File: src/dbi_consts.svh
// Timing counts and field positions for the DDR2 burst access model.
// Assumes inclusion by dbi_pkg.sv and dbi_top.sv by bare name.
`ifndef DBI_CONSTS_SVH
`define DBI_CONSTS_SVH
// ****************************************
// Geometry
// ****************************************
`define DBI_BANKS 8
`define DBI_ROW_W 13
`define DBI_COL_W 10
`define DBI_BYTE_W 8
`define DBI_DQ_W 16
`define DBI_PREFETCH 4
`define DBI_A10 10
`define DBI_FIFO_DEPTH 4
// ****************************************
// Timing
// ****************************************
`define DBI_CLK_NS 5
`define DBI_TRP_NS 15
`define DBI_TRP_CYC ((`DBI_TRP_NS + `DBI_CLK_NS - 1) / `DBI_CLK_NS)
`define DBI_BL4 4
`define DBI_BL8 8
`endif

File: src/dbi_pkg.sv
// Types for the DDR2 burst access model.
// Assumes dbi_consts.svh is on the include path.
`include "dbi_consts.svh"
package dbi_pkg;
    typedef enum logic [2:0] {
        DBI_CMD_NOP, DBI_CMD_ACT, DBI_CMD_RD, DBI_CMD_WR,
        DBI_CMD_PRE, DBI_CMD_REF, DBI_CMD_LMR
    } dbi_cmd_t;
    typedef enum logic [1:0] {DBI_BK_IDLE, DBI_BK_OPEN, DBI_BK_PRE} dbi_bank_st_t;
    typedef enum logic [1:0] {DBI_PW_ON, DBI_PW_PD_PRE, DBI_PW_PD_ACT, DBI_PW_SELF} dbi_pw_t;
    typedef struct packed {
        logic cs_n;
        logic ras_n;
        logic cas_n;
        logic we_n;
        logic cke;
        logic [2:0] ba;
        logic [12:0] addr;
    } dbi_cmd_pins_t;
    typedef struct packed {
        logic [15:0] dq;
        logic [1:0] dm;
    } dbi_beat_t;
    typedef struct packed {
        logic [2:0] bank;
        logic [12:0] row;
        logic [9:0] col;
        logic [1:0] beat;
        logic we;
        logic [63:0] data;
        logic [7:0] mask;
    } dbi_word_t;
endpackage

File: src/dbi_fifo.sv
// Small flip-flop FIFO with valid/ready on both sides.
// Assumes one clock and an active-low asynchronous reset.
`timescale 1ns/1ps
module dbi_fifo #(
    parameter int WIDTH = 8,
    parameter int DEPTH = 4
) (
    // Clock and reset
    input wire logic clock,
    input wire logic rst_n,
    // Fill side
    input wire logic in_valid,
    output logic in_ready,
    input wire logic [WIDTH-1:0] in_data,
    // Drain side
    output logic out_valid,
    input wire logic out_ready,
    output logic [WIDTH-1:0] out_data
);
    localparam int AW = (DEPTH > 1) ? $clog2(DEPTH) : 1;
    typedef struct packed {
        logic [DEPTH-1:0][WIDTH-1:0] mem;
        logic [AW-1:0] wp;
        logic [AW-1:0] rp;
        logic [AW:0] cnt;
    } dbi_fifo_st_t;
    dbi_fifo_st_t s_q, s_d;
    logic push, pop;
    assign in_ready = (s_q.cnt != DEPTH[AW:0]);
    assign out_valid = (s_q.cnt != '0);
    assign out_data = s_q.mem[s_q.rp];
    assign push = in_valid && in_ready;
    assign pop = out_valid && out_ready;
    always_comb begin
        s_d = s_q;
        if (push) begin
            s_d.mem[s_q.wp] = in_data;
            s_d.wp = (s_q.wp == AW'(DEPTH - 1)) ? '0 : AW'(s_q.wp + 1'b1);
        end
        if (pop) begin
            s_d.rp = (s_q.rp == AW'(DEPTH - 1)) ? '0 : AW'(s_q.rp + 1'b1);
        end
        s_d.cnt = AW'(0) + s_q.cnt + {{AW{1'b0}}, push} - {{AW{1'b0}}, pop};
    end
    always_ff @(posedge clock or negedge rst_n) begin
        if (!rst_n) begin
            s_q <= '0;
        end else begin
            s_q <= s_d;
        end
    end
endmodule

File: src/dbi_top.sv
// DDR2 device-side burst access model: command decode, bank state,
// burst engine, strobe sampling and a small flip-flop array.
// Assumes all link pins (ck, dqs, command) arrive asynchronous to clock,
// which oversamples them; ck runs far slower than clock.
//
// Function
// RQ1: Four half-clock beats form one prefetch word
// RQ2: Device drives strobe only during read bursts
// RQ3: Read strobe edges coincide with data edges
// RQ4: Each byte has own strobe and mask; code takes both bytes on either strobe edge and drives both strobes alike
// RQ5: Commands captured on each rising link clock
// RQ6: Write data captured on both strobe edges
// RQ7: Controller starts access with activate first
// RQ8: Activate picks bank and row
// RQ9: Read/write picks bank and start column
// RQ10: Burst runs 4 or 8, programmed order
// RQ11: New read/write cuts a burst short
// RQ12: Auto precharge closes row after burst
// RQ13: Banks precharge while others take commands
// RQ14: Self refresh and power-down modes exist
// RQ15: Controller doubles refresh above hot threshold
// RQ16: Behaviour defined only with DLL enabled
// RQ17: A10 selects one bank or all banks
// RQ18: Chip select high masks every command
// RQ19: Bank bits pick mode register on load
// RQ20: CKE low enters power-down or self refresh
// RQ21: Controller uses reads/writes only on open rows
`timescale 1ns/1ps
`include "dbi_consts.svh"
module dbi_top (
    // Clock and reset
    input wire logic clock,
    input wire logic rst_n,
    // Link clock and command pins
    input wire logic ck,
    input wire dbi_pkg::dbi_cmd_pins_t cmd_pins,
    // Data pins, two-way: output enable low while driving
    input wire logic [15:0] dq_in,
    output logic [15:0] dq_out,
    output logic dq_oe_n,
    input wire logic [1:0] dm_in,
    input wire logic [1:0] dqs_in,
    output logic [1:0] dqs_out,
    output logic [1:0] dqs_oe_n,
    // Status
    output dbi_pkg::dbi_pw_t power_state,
    output logic [`DBI_BANKS-1:0] bank_open
);
    localparam int NB = `DBI_BANKS;
    localparam int MEM_W = 64;
    localparam logic [3:0] TRP = 4'(`DBI_TRP_CYC);

    // ****************************************
    // Synchronisers
    // ****************************************
    typedef struct packed {
        logic [1:0] ck_s;
        logic [1:0][1:0] dqs_s;
        logic [1:0][$bits(dbi_pkg::dbi_cmd_pins_t)-1:0] cmd_s;
        logic [1:0][17:0] dat_s;
        logic ck_last;
        logic [1:0] dqs_last;
    } dbi_sync_t;
    dbi_sync_t y_q, y_d;
    always_comb begin
        y_d = y_q;
        y_d.ck_s = {y_q.ck_s[0], ck};
        y_d.dqs_s = {y_q.dqs_s[0], dqs_in};
        y_d.cmd_s = {y_q.cmd_s[0], cmd_pins};
        y_d.dat_s = {y_q.dat_s[0], {dm_in, dq_in}};
        y_d.ck_last = y_q.ck_s[1];
        y_d.dqs_last = y_q.dqs_s[1];
    end
    always_ff @(posedge clock or negedge rst_n) begin
        if (!rst_n) begin
            y_q <= '0;
        end else begin
            y_q <= y_d;
        end
    end
    dbi_pkg::dbi_cmd_pins_t cp;
    logic ck_rise, ck_edge;
    logic [1:0] dqs_edge;
    assign cp = y_q.cmd_s[1];
    assign ck_rise = y_q.ck_s[1] && !y_q.ck_last; // see RQ5
    assign ck_edge = y_q.ck_s[1] ^ y_q.ck_last;
    assign dqs_edge = y_q.dqs_s[1] ^ y_q.dqs_last; // see RQ6

    // ****************************************
    // Command decode
    // ****************************************
    dbi_pkg::dbi_cmd_t cmd;
    always_comb begin
        cmd = dbi_pkg::DBI_CMD_NOP;
        if (!cp.cs_n) begin // see RQ18
            unique case ({cp.ras_n, cp.cas_n, cp.we_n})
                3'h3: cmd = dbi_pkg::DBI_CMD_ACT;
                3'h5: cmd = dbi_pkg::DBI_CMD_RD;
                3'h4: cmd = dbi_pkg::DBI_CMD_WR;
                3'h2: cmd = dbi_pkg::DBI_CMD_PRE;
                3'h1: cmd = dbi_pkg::DBI_CMD_REF;
                3'h0: cmd = dbi_pkg::DBI_CMD_LMR;
                default: cmd = dbi_pkg::DBI_CMD_NOP;
            endcase
        end
    end

    // ****************************************
    // Prefetch word FIFO toward the array
    // ****************************************
    dbi_pkg::dbi_word_t f_in, f_out;
    logic f_in_valid, f_in_ready, f_out_valid;
    dbi_fifo #(.WIDTH($bits(dbi_pkg::dbi_word_t)), .DEPTH(`DBI_FIFO_DEPTH)) u_fifo (
        .clock(clock),
        .rst_n(rst_n),
        .in_valid(f_in_valid),
        .in_ready(f_in_ready),
        .in_data(f_in),
        .out_valid(f_out_valid),
        .out_ready(1'b1),
        .out_data(f_out)
    );

    // ****************************************
    // Core state
    // ****************************************
    typedef struct packed {
        logic [NB-1:0][1:0] bst;
        logic [NB-1:0][12:0] row;
        logic [NB-1:0][3:0] pre_cnt;
        logic [3:0][12:0] mode;
        dbi_pkg::dbi_pw_t pw;
        logic rd;
        logic wr;
        logic ap;
        logic [2:0] bank;
        logic [9:0] col;
        logic [3:0] beat;
        logic [3:0] len;
        logic [63:0] acc;
        logic [7:0] macc;
        logic [15:0] dq_o;
        logic [1:0] dqs_o;
        logic drive;
        logic [7:0][63:0] mem;
    } dbi_core_t;
    dbi_core_t c_q, c_d;

    logic [3:0] bl;
    logic interleave;
    logic any_open;
    logic [2:0] beat_col;
    logic [1:0] lane;
    assign bl = c_q.mode[0][2:0] == 3'h3 ? 4'(`DBI_BL8) : 4'(`DBI_BL4);
    assign interleave = c_q.mode[0][3];
    always_comb begin
        any_open = 1'b0;
        for (int i = 0; i < NB; i++) begin
            any_open = any_open | (c_q.bst[i] == 2'(dbi_pkg::DBI_BK_OPEN));
        end
    end
    // Column of the current beat, wrapping inside the burst window
    always_comb begin
        beat_col = interleave ? (c_q.col[2:0] ^ c_q.beat[2:0]) : 3'(c_q.col[2:0] + c_q.beat[2:0]); // see RQ10
        if (bl == 4'(`DBI_BL4)) begin
            beat_col = {c_q.col[2], beat_col[1:0]};
        end
    end
    assign lane = beat_col[1:0];
    // Array storage is a small window: row bits are not kept, trading depth for area
    logic [2:0] widx;
    assign widx = {c_q.bank[0], c_q.col[3], beat_col[2]};

    always_comb begin
        c_d = c_q;
        f_in_valid = 1'b0;
        f_in = '0;
        // Self-timed precharge runs per bank, independent of the command stream
        for (int i = 0; i < NB; i++) begin
            if (c_q.bst[i] == 2'(dbi_pkg::DBI_BK_PRE)) begin // see RQ13
                c_d.pre_cnt[i] = c_q.pre_cnt[i] - 4'h1;
                if (c_q.pre_cnt[i] == 4'h1) begin
                    c_d.bst[i] = 2'(dbi_pkg::DBI_BK_IDLE);
                end
            end
        end
        // Read beats go out on every link clock edge, strobe follows data
        if (c_q.rd && ck_edge) begin // see RQ16
            if (c_q.beat == c_q.len) begin
                // Last beat must stand a full half period before the pins are let go
                c_d.rd = 1'b0;
                c_d.drive = 1'b0;
            end else begin
                c_d.dq_o = c_q.mem[widx][16*lane +: 16]; // see RQ1
                c_d.dqs_o = {2{~c_q.beat[0]}}; // see RQ3
                c_d.beat = c_q.beat + 4'h1;
            end
        end
        // Write beats are taken on any strobe edge, both byte lanes at once
        if (c_q.wr && (dqs_edge != 2'h0)) begin
            for (int b = 0; b < 2; b++) begin // see RQ4
                c_d.acc[16*lane + 8*b +: 8] = y_q.dat_s[1][8*b +: 8];
                c_d.macc[2*lane + b] = y_q.dat_s[1][16+b];
            end
            c_d.beat = c_q.beat + 4'h1;
            if (lane == 2'h3 || c_q.beat == c_q.len - 4'h1) begin
                f_in_valid = 1'b1;
                f_in.bank = c_q.bank;
                f_in.col = {c_q.col[9:3], beat_col};
                f_in.beat = 2'(c_q.beat >> 2);
                f_in.we = 1'b1;
                f_in.data = c_d.acc;
                f_in.mask = c_d.macc;
                c_d.macc = '0;
            end
            if (c_q.beat == c_q.len - 4'h1) begin
                c_d.wr = 1'b0;
            end
        end
        // Auto precharge at burst end
        if ((c_q.rd && !c_d.rd) || (c_q.wr && !c_d.wr)) begin
            if (c_q.ap) begin // see RQ12
                c_d.bst[c_q.bank] = 2'(dbi_pkg::DBI_BK_PRE);
                c_d.pre_cnt[c_q.bank] = TRP;
            end
        end
        // Retire buffered words into the array, honouring per-byte masks
        if (f_out_valid) begin
            for (int k = 0; k < 8; k++) begin
                if (!f_out.mask[k]) begin
                    c_d.mem[{f_out.bank[0], f_out.col[3], f_out.col[2]}][8*k +: 8] = f_out.data[8*k +: 8];
                end
            end
        end
        // Commands, one per rising link clock
        if (ck_rise) begin
            if (!cp.cke && c_q.pw == dbi_pkg::DBI_PW_ON && !c_q.rd && !c_q.wr) begin
                if (any_open) begin // see RQ20
                    c_d.pw = dbi_pkg::DBI_PW_PD_ACT;
                end else if (cmd == dbi_pkg::DBI_CMD_REF) begin
                    c_d.pw = dbi_pkg::DBI_PW_SELF; // see RQ14
                end else begin
                    c_d.pw = dbi_pkg::DBI_PW_PD_PRE;
                end
            end else if (cp.cke && c_q.pw != dbi_pkg::DBI_PW_ON) begin
                c_d.pw = dbi_pkg::DBI_PW_ON;
            end else if (c_q.pw == dbi_pkg::DBI_PW_ON) begin
                unique case (cmd)
                    dbi_pkg::DBI_CMD_ACT: begin
                        if (c_q.bst[cp.ba] == 2'(dbi_pkg::DBI_BK_IDLE)) begin // see RQ8
                            c_d.bst[cp.ba] = 2'(dbi_pkg::DBI_BK_OPEN);
                            c_d.row[cp.ba] = cp.addr;
                        end
                    end
                    dbi_pkg::DBI_CMD_RD, dbi_pkg::DBI_CMD_WR: begin
                        // A new access cuts any burst in flight short
                        if (c_q.bst[cp.ba] == 2'(dbi_pkg::DBI_BK_OPEN)) begin // see RQ11
                            c_d.rd = (cmd == dbi_pkg::DBI_CMD_RD);
                            c_d.wr = (cmd == dbi_pkg::DBI_CMD_WR);
                            c_d.drive = (cmd == dbi_pkg::DBI_CMD_RD); // see RQ2
                            c_d.bank = cp.ba; // see RQ9
                            c_d.col = cp.addr[9:0];
                            c_d.ap = cp.addr[`DBI_A10];
                            c_d.beat = 4'h0;
                            c_d.len = bl;
                            c_d.acc = '0;
                            c_d.macc = '0;
                        end
                    end
                    dbi_pkg::DBI_CMD_PRE: begin
                        for (int i = 0; i < NB; i++) begin
                            if ((cp.addr[`DBI_A10] || cp.ba == 3'(i)) && // see RQ17
                                c_q.bst[i] == 2'(dbi_pkg::DBI_BK_OPEN)) begin
                                c_d.bst[i] = 2'(dbi_pkg::DBI_BK_PRE);
                                c_d.pre_cnt[i] = TRP;
                            end
                        end
                    end
                    dbi_pkg::DBI_CMD_LMR: begin
                        c_d.mode[cp.ba[1:0]] = cp.addr; // see RQ19
                    end
                    default: begin
                    end
                endcase
            end
        end
    end
    always_ff @(posedge clock or negedge rst_n) begin
        if (!rst_n) begin
            c_q <= '0;
        end else begin
            c_q <= c_d;
        end
    end

    // ****************************************
    // Outputs
    // ****************************************
    assign dq_out = c_q.dq_o;
    assign dq_oe_n = ~c_q.drive;
    assign dqs_out = c_q.dqs_o;
    assign dqs_oe_n = {2{~c_q.drive}}; // see RQ2
    assign power_state = c_q.pw;
    always_comb begin
        for (int i = 0; i < NB; i++) begin
            bank_open[i] = (c_q.bst[i] == 2'(dbi_pkg::DBI_BK_OPEN));
        end
    end
endmodule

File: config.mk
export PLATFORM = sky130hd
export DESIGN_NAME = dbi_top
export DESIGN_NICKNAME = d
export VERILOG_FILES = /design/src/dbi_pkg.sv /design/src/dbi_fifo.sv /design/src/dbi_top.sv
export VERILOG_INCLUDE_DIRS = /design/src
export SDC_FILE = /design/constraint.sdc
export NUM_CORES = 2
export LEC_CHECK = 0
export ABC_CLOCK_PERIOD_IN_PS = 6500
export BUFFER_PORTS_ARGS = -buffer_cell sky130_fd_sc_hd__buf_2
export CORE_UTILIZATION = 50
export DETAILED_ROUTE_END_ITERATION = 7
export GPL_TIMING_DRIVEN = 0
export PLACE_DENSITY = 0.66
export SYNTH_ARGS = -nofsm -noshare
export SYNTH_HDL_FRONTEND = slang
export SYNTH_SLANG_ARGS = --single-unit
File: constraint.sdc
create_clock -name clock -period 6.5 [get_ports clock]
set_input_delay 1.3 -clock clock [delete_from_list [all_inputs] [get_ports clock]]
set_output_delay 1.3 -clock clock [all_outputs]
set_load 0.005 [all_outputs]
# Word level (Yosys, flattened, before mapping)
# Index checks and enable logic that the tools add are counted.
# op_classes
eq_ne	51
shifts	5
bitwise	24
n_reduce_logical	55
order_cmp	16
muxes	160
n_addsub	19
# ops
operator	n
two-way mux 512 bit	15
bitwise mux 512 bit	8
demux 64 bit (select 3 bit)	8
two-way mux 204 bit	3
two-way mux 96 bit	5
bitwise mux 404 bit	1
two-way mux 302 bit	1
binary-select mux 101 bit (select 2 bit)	1
demux 101 bit (select 2 bit)	1
binary-select mux 64 bit (select 3 bit)	1
two-way mux 85 bit	2
bitwise mux 64 bit	2
two-way mux 32 bit	4
two-way mux 64 bit	2
variable shift 8 x 34 -> 64 bit (first input constant)	2
variable part select 8 x 34 -> 64 bit	2
two-way mux 120 bit	1
bitwise mux 104 bit	1
two-way mux 104 bit	1
two-way mux 101 bit	1
two-way mux 99 bit	1
two-way mux 4 bit	21
two-way mux 72 bit	1
two-way mux 2 bit	33
other kinds (69)	212
# word_totals
out_inout_bits	31
in_bits	44
register_bits	1330
wordCells	395

# Longest topological paths before layout
# depth
word_depth	29
mapped_depth	13
ltp_nobuf	12

# Cells and area by module
# Synthesis repeated with hierarchy kept, for this count alone.
# hier_totals
cells_unflattened	3715
area_unflattened_um2	54184.5
# modules_own_cells
mod	cells_each	seq_area_each_um2	instances	area_per_inst_um2
dbi_top	2701	19043.3	1	34530.6
dbi_fifo	1014	10284.9	1	19653.8

# Worst setup path after synthesis
# No wires, ideal clock.
# synth_timing
path_kind	flip-flop to flip-flop
from	register c_q[607] in the netlist's numbering
to	register u_fifo.s_q[237] in the netlist's numbering
setup_slack_ns	3.324
path_buffers	3
setup_ns	0.137
stages_incl_launch_ff	13
arrival_ns	3.039
synth_period_minus_slack_ns	3.176
t_required_ns	6.363
cell_sequence	dfrtp_1 > ha_1 > fa_1 > mux2i_1 > inv_1 > ha_1 > a21oi_1 > a211oi_2 > and2_0 > clkbuf_1 > clkbuf_1 > clkbuf_1 > a21oi_1
# synth_between
word_cells_on_any_way	22
classes_between	4 x add/sub; 2 x eq/ne; 4 x shift; 9 x mux; 1 x bitwise; 2 x reduce/logical
# synth_rtl
item	line_no	source
start: declaration	dbi_top.sv:147	dbi_core_t c_q, c_d;
start signal: assignment	dbi_top.sv:290	c_q <= '0;
start signal: assignment	dbi_top.sv:292	c_q <= c_d;
adder 3 bit or bitwise XOR 3 bit (tied branches)	dbi_top.sv:164	beat_col = interleave ? (c_q.col[2:0] ^ c_q.beat[2:0]) : 3'(c_q.col[2:0] + c_q.beat[2:0]);
two-way mux 3 bit	dbi_top.sv:164	
two-way mux 3 bit	dbi_top.sv:165	if (bl == 4'(`DBI_BL4)) begin
equality test 2 bit	dbi_top.sv:206	if (lane == 2'h3 || c_q.beat == c_q.len - 4'h1) begin
logical OR 1 bit *	dbi_top.sv:206	
two-way mux 1 bit *	dbi_top.sv:206	
two-way mux 1 bit *	dbi_top.sv:200	if (c_q.wr && (dqs_edge != 2'h0)) begin
logical AND 1 bit *	dbi_fifo.sv:32	assign push = in_valid && in_ready;
named net u_fifo.push	dbi_fifo.sv:28	logic push, pop;
end signal: assignment	dbi_fifo.sv:47	s_q <= '0;
end signal: assignment	dbi_fifo.sv:49	s_q <= s_d;
end: declaration	dbi_fifo.sv:27	dbi_fifo_st_t s_q, s_d;
# The timed path passes the listed nets; every way through them passes the cells marked *.
# A chain may end at the register's enable or synchronous reset.

# Worst setup path in the final report
# layout_timing
from	register c_q[607] in the netlist's numbering
to	register u_fifo.s_q[233] in the netlist's numbering
# The elaborated chain is that of the path after synthesis.

==> flow_summary.ini <==
[outcome]
status = completed

[global_routing]
track_usage_pct = 27.6
grt_pass1_vias = 30704
grt_overflow = 0
antenna_found_initial = 1
grt_max_degree = 160
grt_pass1_wl_um = 193000

[setup_path]
cpMaxStageDelayCell = clkbuf_1
slowest_delay_ns = 0.66
path_class = flip-flop to flip-flop
worstPathArrival_ns = 5.76
worstPathRequired_ns = 7.03
cp-start-kind = flip-flop
crit_family = buffers and inverters
worst-path-buf-inv = 4
cp-end-kind = flip-flop
cp_cell_sequence = ha_1 -> fa_1 -> mux2i_1 -> inv_1 -> ha_1 -> a21oi_1 -> a211oi_2 -> and2_0 -> clkbuf_1 -> clkbuf_1 -> clkbuf_1 -> a21oi_1
crit_top_cell = clkbuf_1
cp_max_fo = 10

[sta]
finClkSkew_ns = 0.0346
max_clock_freq_mhz = 191
whs_ns = 0.346
period_share_pct = 80.4
finalHoldViolCount = 0
tns_ns = 0
worst_pin_slew_ns = 1.40
slew_headroom_pct = 3.85
drv_slew = 0
rsz0062_at_grt = no
setup_violations = 0
period_minus_slack_ns = 5.22

[floorplanning]
die_h_um = 304
start_util_pct = 50.6
ios = 75
design.core.area_um2 = 90300
die_area_um2 = 92600
die_x_um = 304
row_count = 110

[placement]
dp_hpwl_um = 88900
gp_congestion = 0.891
io_buffers = 66

[clocking]
htree_num_levels = 3
cts_resized = 0
cts_buffers = 107
hold_buffers = 0
clk_pin_slew_ns = 0.06
cts_tree = done
post-cts-setup-buffers = 0
clk_latency_ns = 0.69
cts_buffer_depth = 3
cts-root-buf = clkbuf_16
cts.sinks = 1050

[power]
switching_share_pct = 26.2
power.density_nw_per_um2 = 291
pwr-share-clk_pct = 43.1
peakVddDrop_mv = 0.278
power_switching_mw = 3.92
combPwrFrac_pct = 11.4
internal-power_mw = 11.1
pwr-share-seq_pct = 45.5
cellLeakagePower_nw = 24.5

[cells_and_area]
fillers = 7496
final_common_cell = dfrtp_1
drive_above_1_share_pct = 26.1
layout_common_cells = dfrtp_1 (1050), mux2_2 (539), a21oi_1 (431)
fin_nets = 3855
syn2layout_area_growth_pct = 12.6

[detailed_routing]
postRouteAntennaNets = 0
wl_um = 126000
wire_per_inst_um = 25.0
firstDrtPassIters = 5
viasPerCell = 6.00
first_iter_violations = 2657
drc_errors = 0
dr_total_vias = 30266

[logic_synthesis]
syn_inst = 3593
ys_ff_latch = 1050
synth_top_area_share_pct = 57.5
synth_ff_type = dfrtp_1
ys_warn_count = 0
synth-async-reset-ratio_pct = 100
yosysTopAreaCell = dfrtp_1
synth_cell_types = 56
synth_seq_area_share_pct = 57.5
syn-cell-area_um2 = 45700
synth_edf_count = 0
ys_top_cells_by_area = dfrtp_1 (57%), mux2_2 (13%), mux4_2 (7.8%), a21oi_1 (4.7%), nor2_1 (3.5%)
syn_area_per_cell_um2 = 12.7
synth_nets = 3673

[flow_run]
maxCapViolCount = 0

[min_path]
hold_class = flip-flop to flip-flop
worst paths after layout:
kind / startpoint / to / slack, ns / cells past startpoint
hold / removal: y_d[78] / cp[18] / 0.35 / 0
setup reg to reg: c_q[607] / u_fifo.s_q[233] / 1.28 / 12
hold reg to reg: y_d[78] / cp[18] / 0.35 / 0
min in group asynchronous: rst_n / c_q[380] / 0.60 / 1
setup / recovery: c_q[607] / u_fifo.s_q[233] / 1.28 / 12
max in group asynchronous: rst_n / u_fifo.s_q[323] / 3.65 / 4
stage by stage:
| step | worst slack (ns) | area, µm² | utilization, % | std cells | total power [mW] |
|---|---|---|---|---|---|
| finish | 1.28 | 51500 | 57.0 | 5044 | 15.0 |
| global route | 1.24 | 51400 | 57.0 | 5042 | 15.5 |
| CTS | 1.41 | 51400 | 57.0 | 5042 | 15.1 |
| detailed placement | 1.43 | 47700 | 52.9 | 4842 | 8.64 |
| global placement | -18.94 | 47500 | 52.6 | 4835 | 8.63 |
| floorplan | 3.32 | 45700 | - | 3593 | 7.95 |
area by class of cell:
type / count / area (µm²) / area share (%)
repair buffers: 73 / 538 / 1.05
plain buffers: 199 / 937 / 1.82
well taps: 1176 / 1470 / 2.86
flip-flops and latches: 1050 / 26300 / 51.1
clock buffers: 162 / 3260 / 6.33
clock inverters: 38 / 467 / 0.907
diodes: 2 / 5.00 / 0.00973
multi-input cells: 2302 / 18300 / 35.7
inverters: 42 / 158 / 0.306
cells by family (layout without fill, tap and decap cells):
kind of cell / Yosys count / count (layout) / synth area share [%]
xor gates and xnor gates: 32 / 32 / 0.613
DFF: 1050 / 1050 / 57.5
muxes: 758 / 758 / 22.4
and+or+nand+nor: 834 / 834 / 7.97
AOI/OAI and AO/OA: 642 / 642 / 8.10
buffers and inverters: 241 / 514 / 2.39
other: 0 / 2 / 0
adders and majority gates: 36 / 36 / 1.02
metal layers:
metal / track usage [%] / wire, µm / vias to the layer above
met5: 0 / 0 / -
met4: 11.6 / 5600 / 0
met3: 4.10 / 7400 / 261
met2: 41.9 / 57500 / 1007
met1: 39.8 / 55500 / 15770
li1: - / - / 13228
synth_stat cells (all sizes together) (2+ instances only):
library cell     n
nand2b          20
mux2i           60
nor3b            2
nor2b           77
a211oi          87
fa               2
nor2           425
o21ai           36
nor4            25
a21oi          431
xor2             8
a21boi           2
nand3b          10
buf             68
nand4            3
and2            20
inv             41
nand3            8
a22o            32
nor3            28
xnor2           24
o22a             6
o41ai            8
and3             3
dfrtp         1050
o31a             2
mux4           159
o211ai           7
a21o             7
clkbuf         131
nand4b           3
o22ai           16
mux2           539
nand2          205
ha              34
flip-flops by register name, summed over array words and instances, names as in the netlist:
signal / flops
c_q: 653
y_q: 21
power_state: 2
dqs_out: 1
u_fifo.s_q: 307
y_d: 37
cp: 13
dq_out: 16
power groups by stage:
stage | logic, mW | clock network [mW] | registers [mW]
after detailed placement | 1.71 | 0 | 6.93
after floorplan | 1.05 | 0 | 6.90
final | 1.72 | 6.45 | 6.82
after global routing | 1.84 | 6.78 | 6.83
after global placement | 1.69 | 0 | 6.94
after CTS | 1.71 | 6.54 | 6.82
No activity file was read; power rests on OpenSTA's default activity.
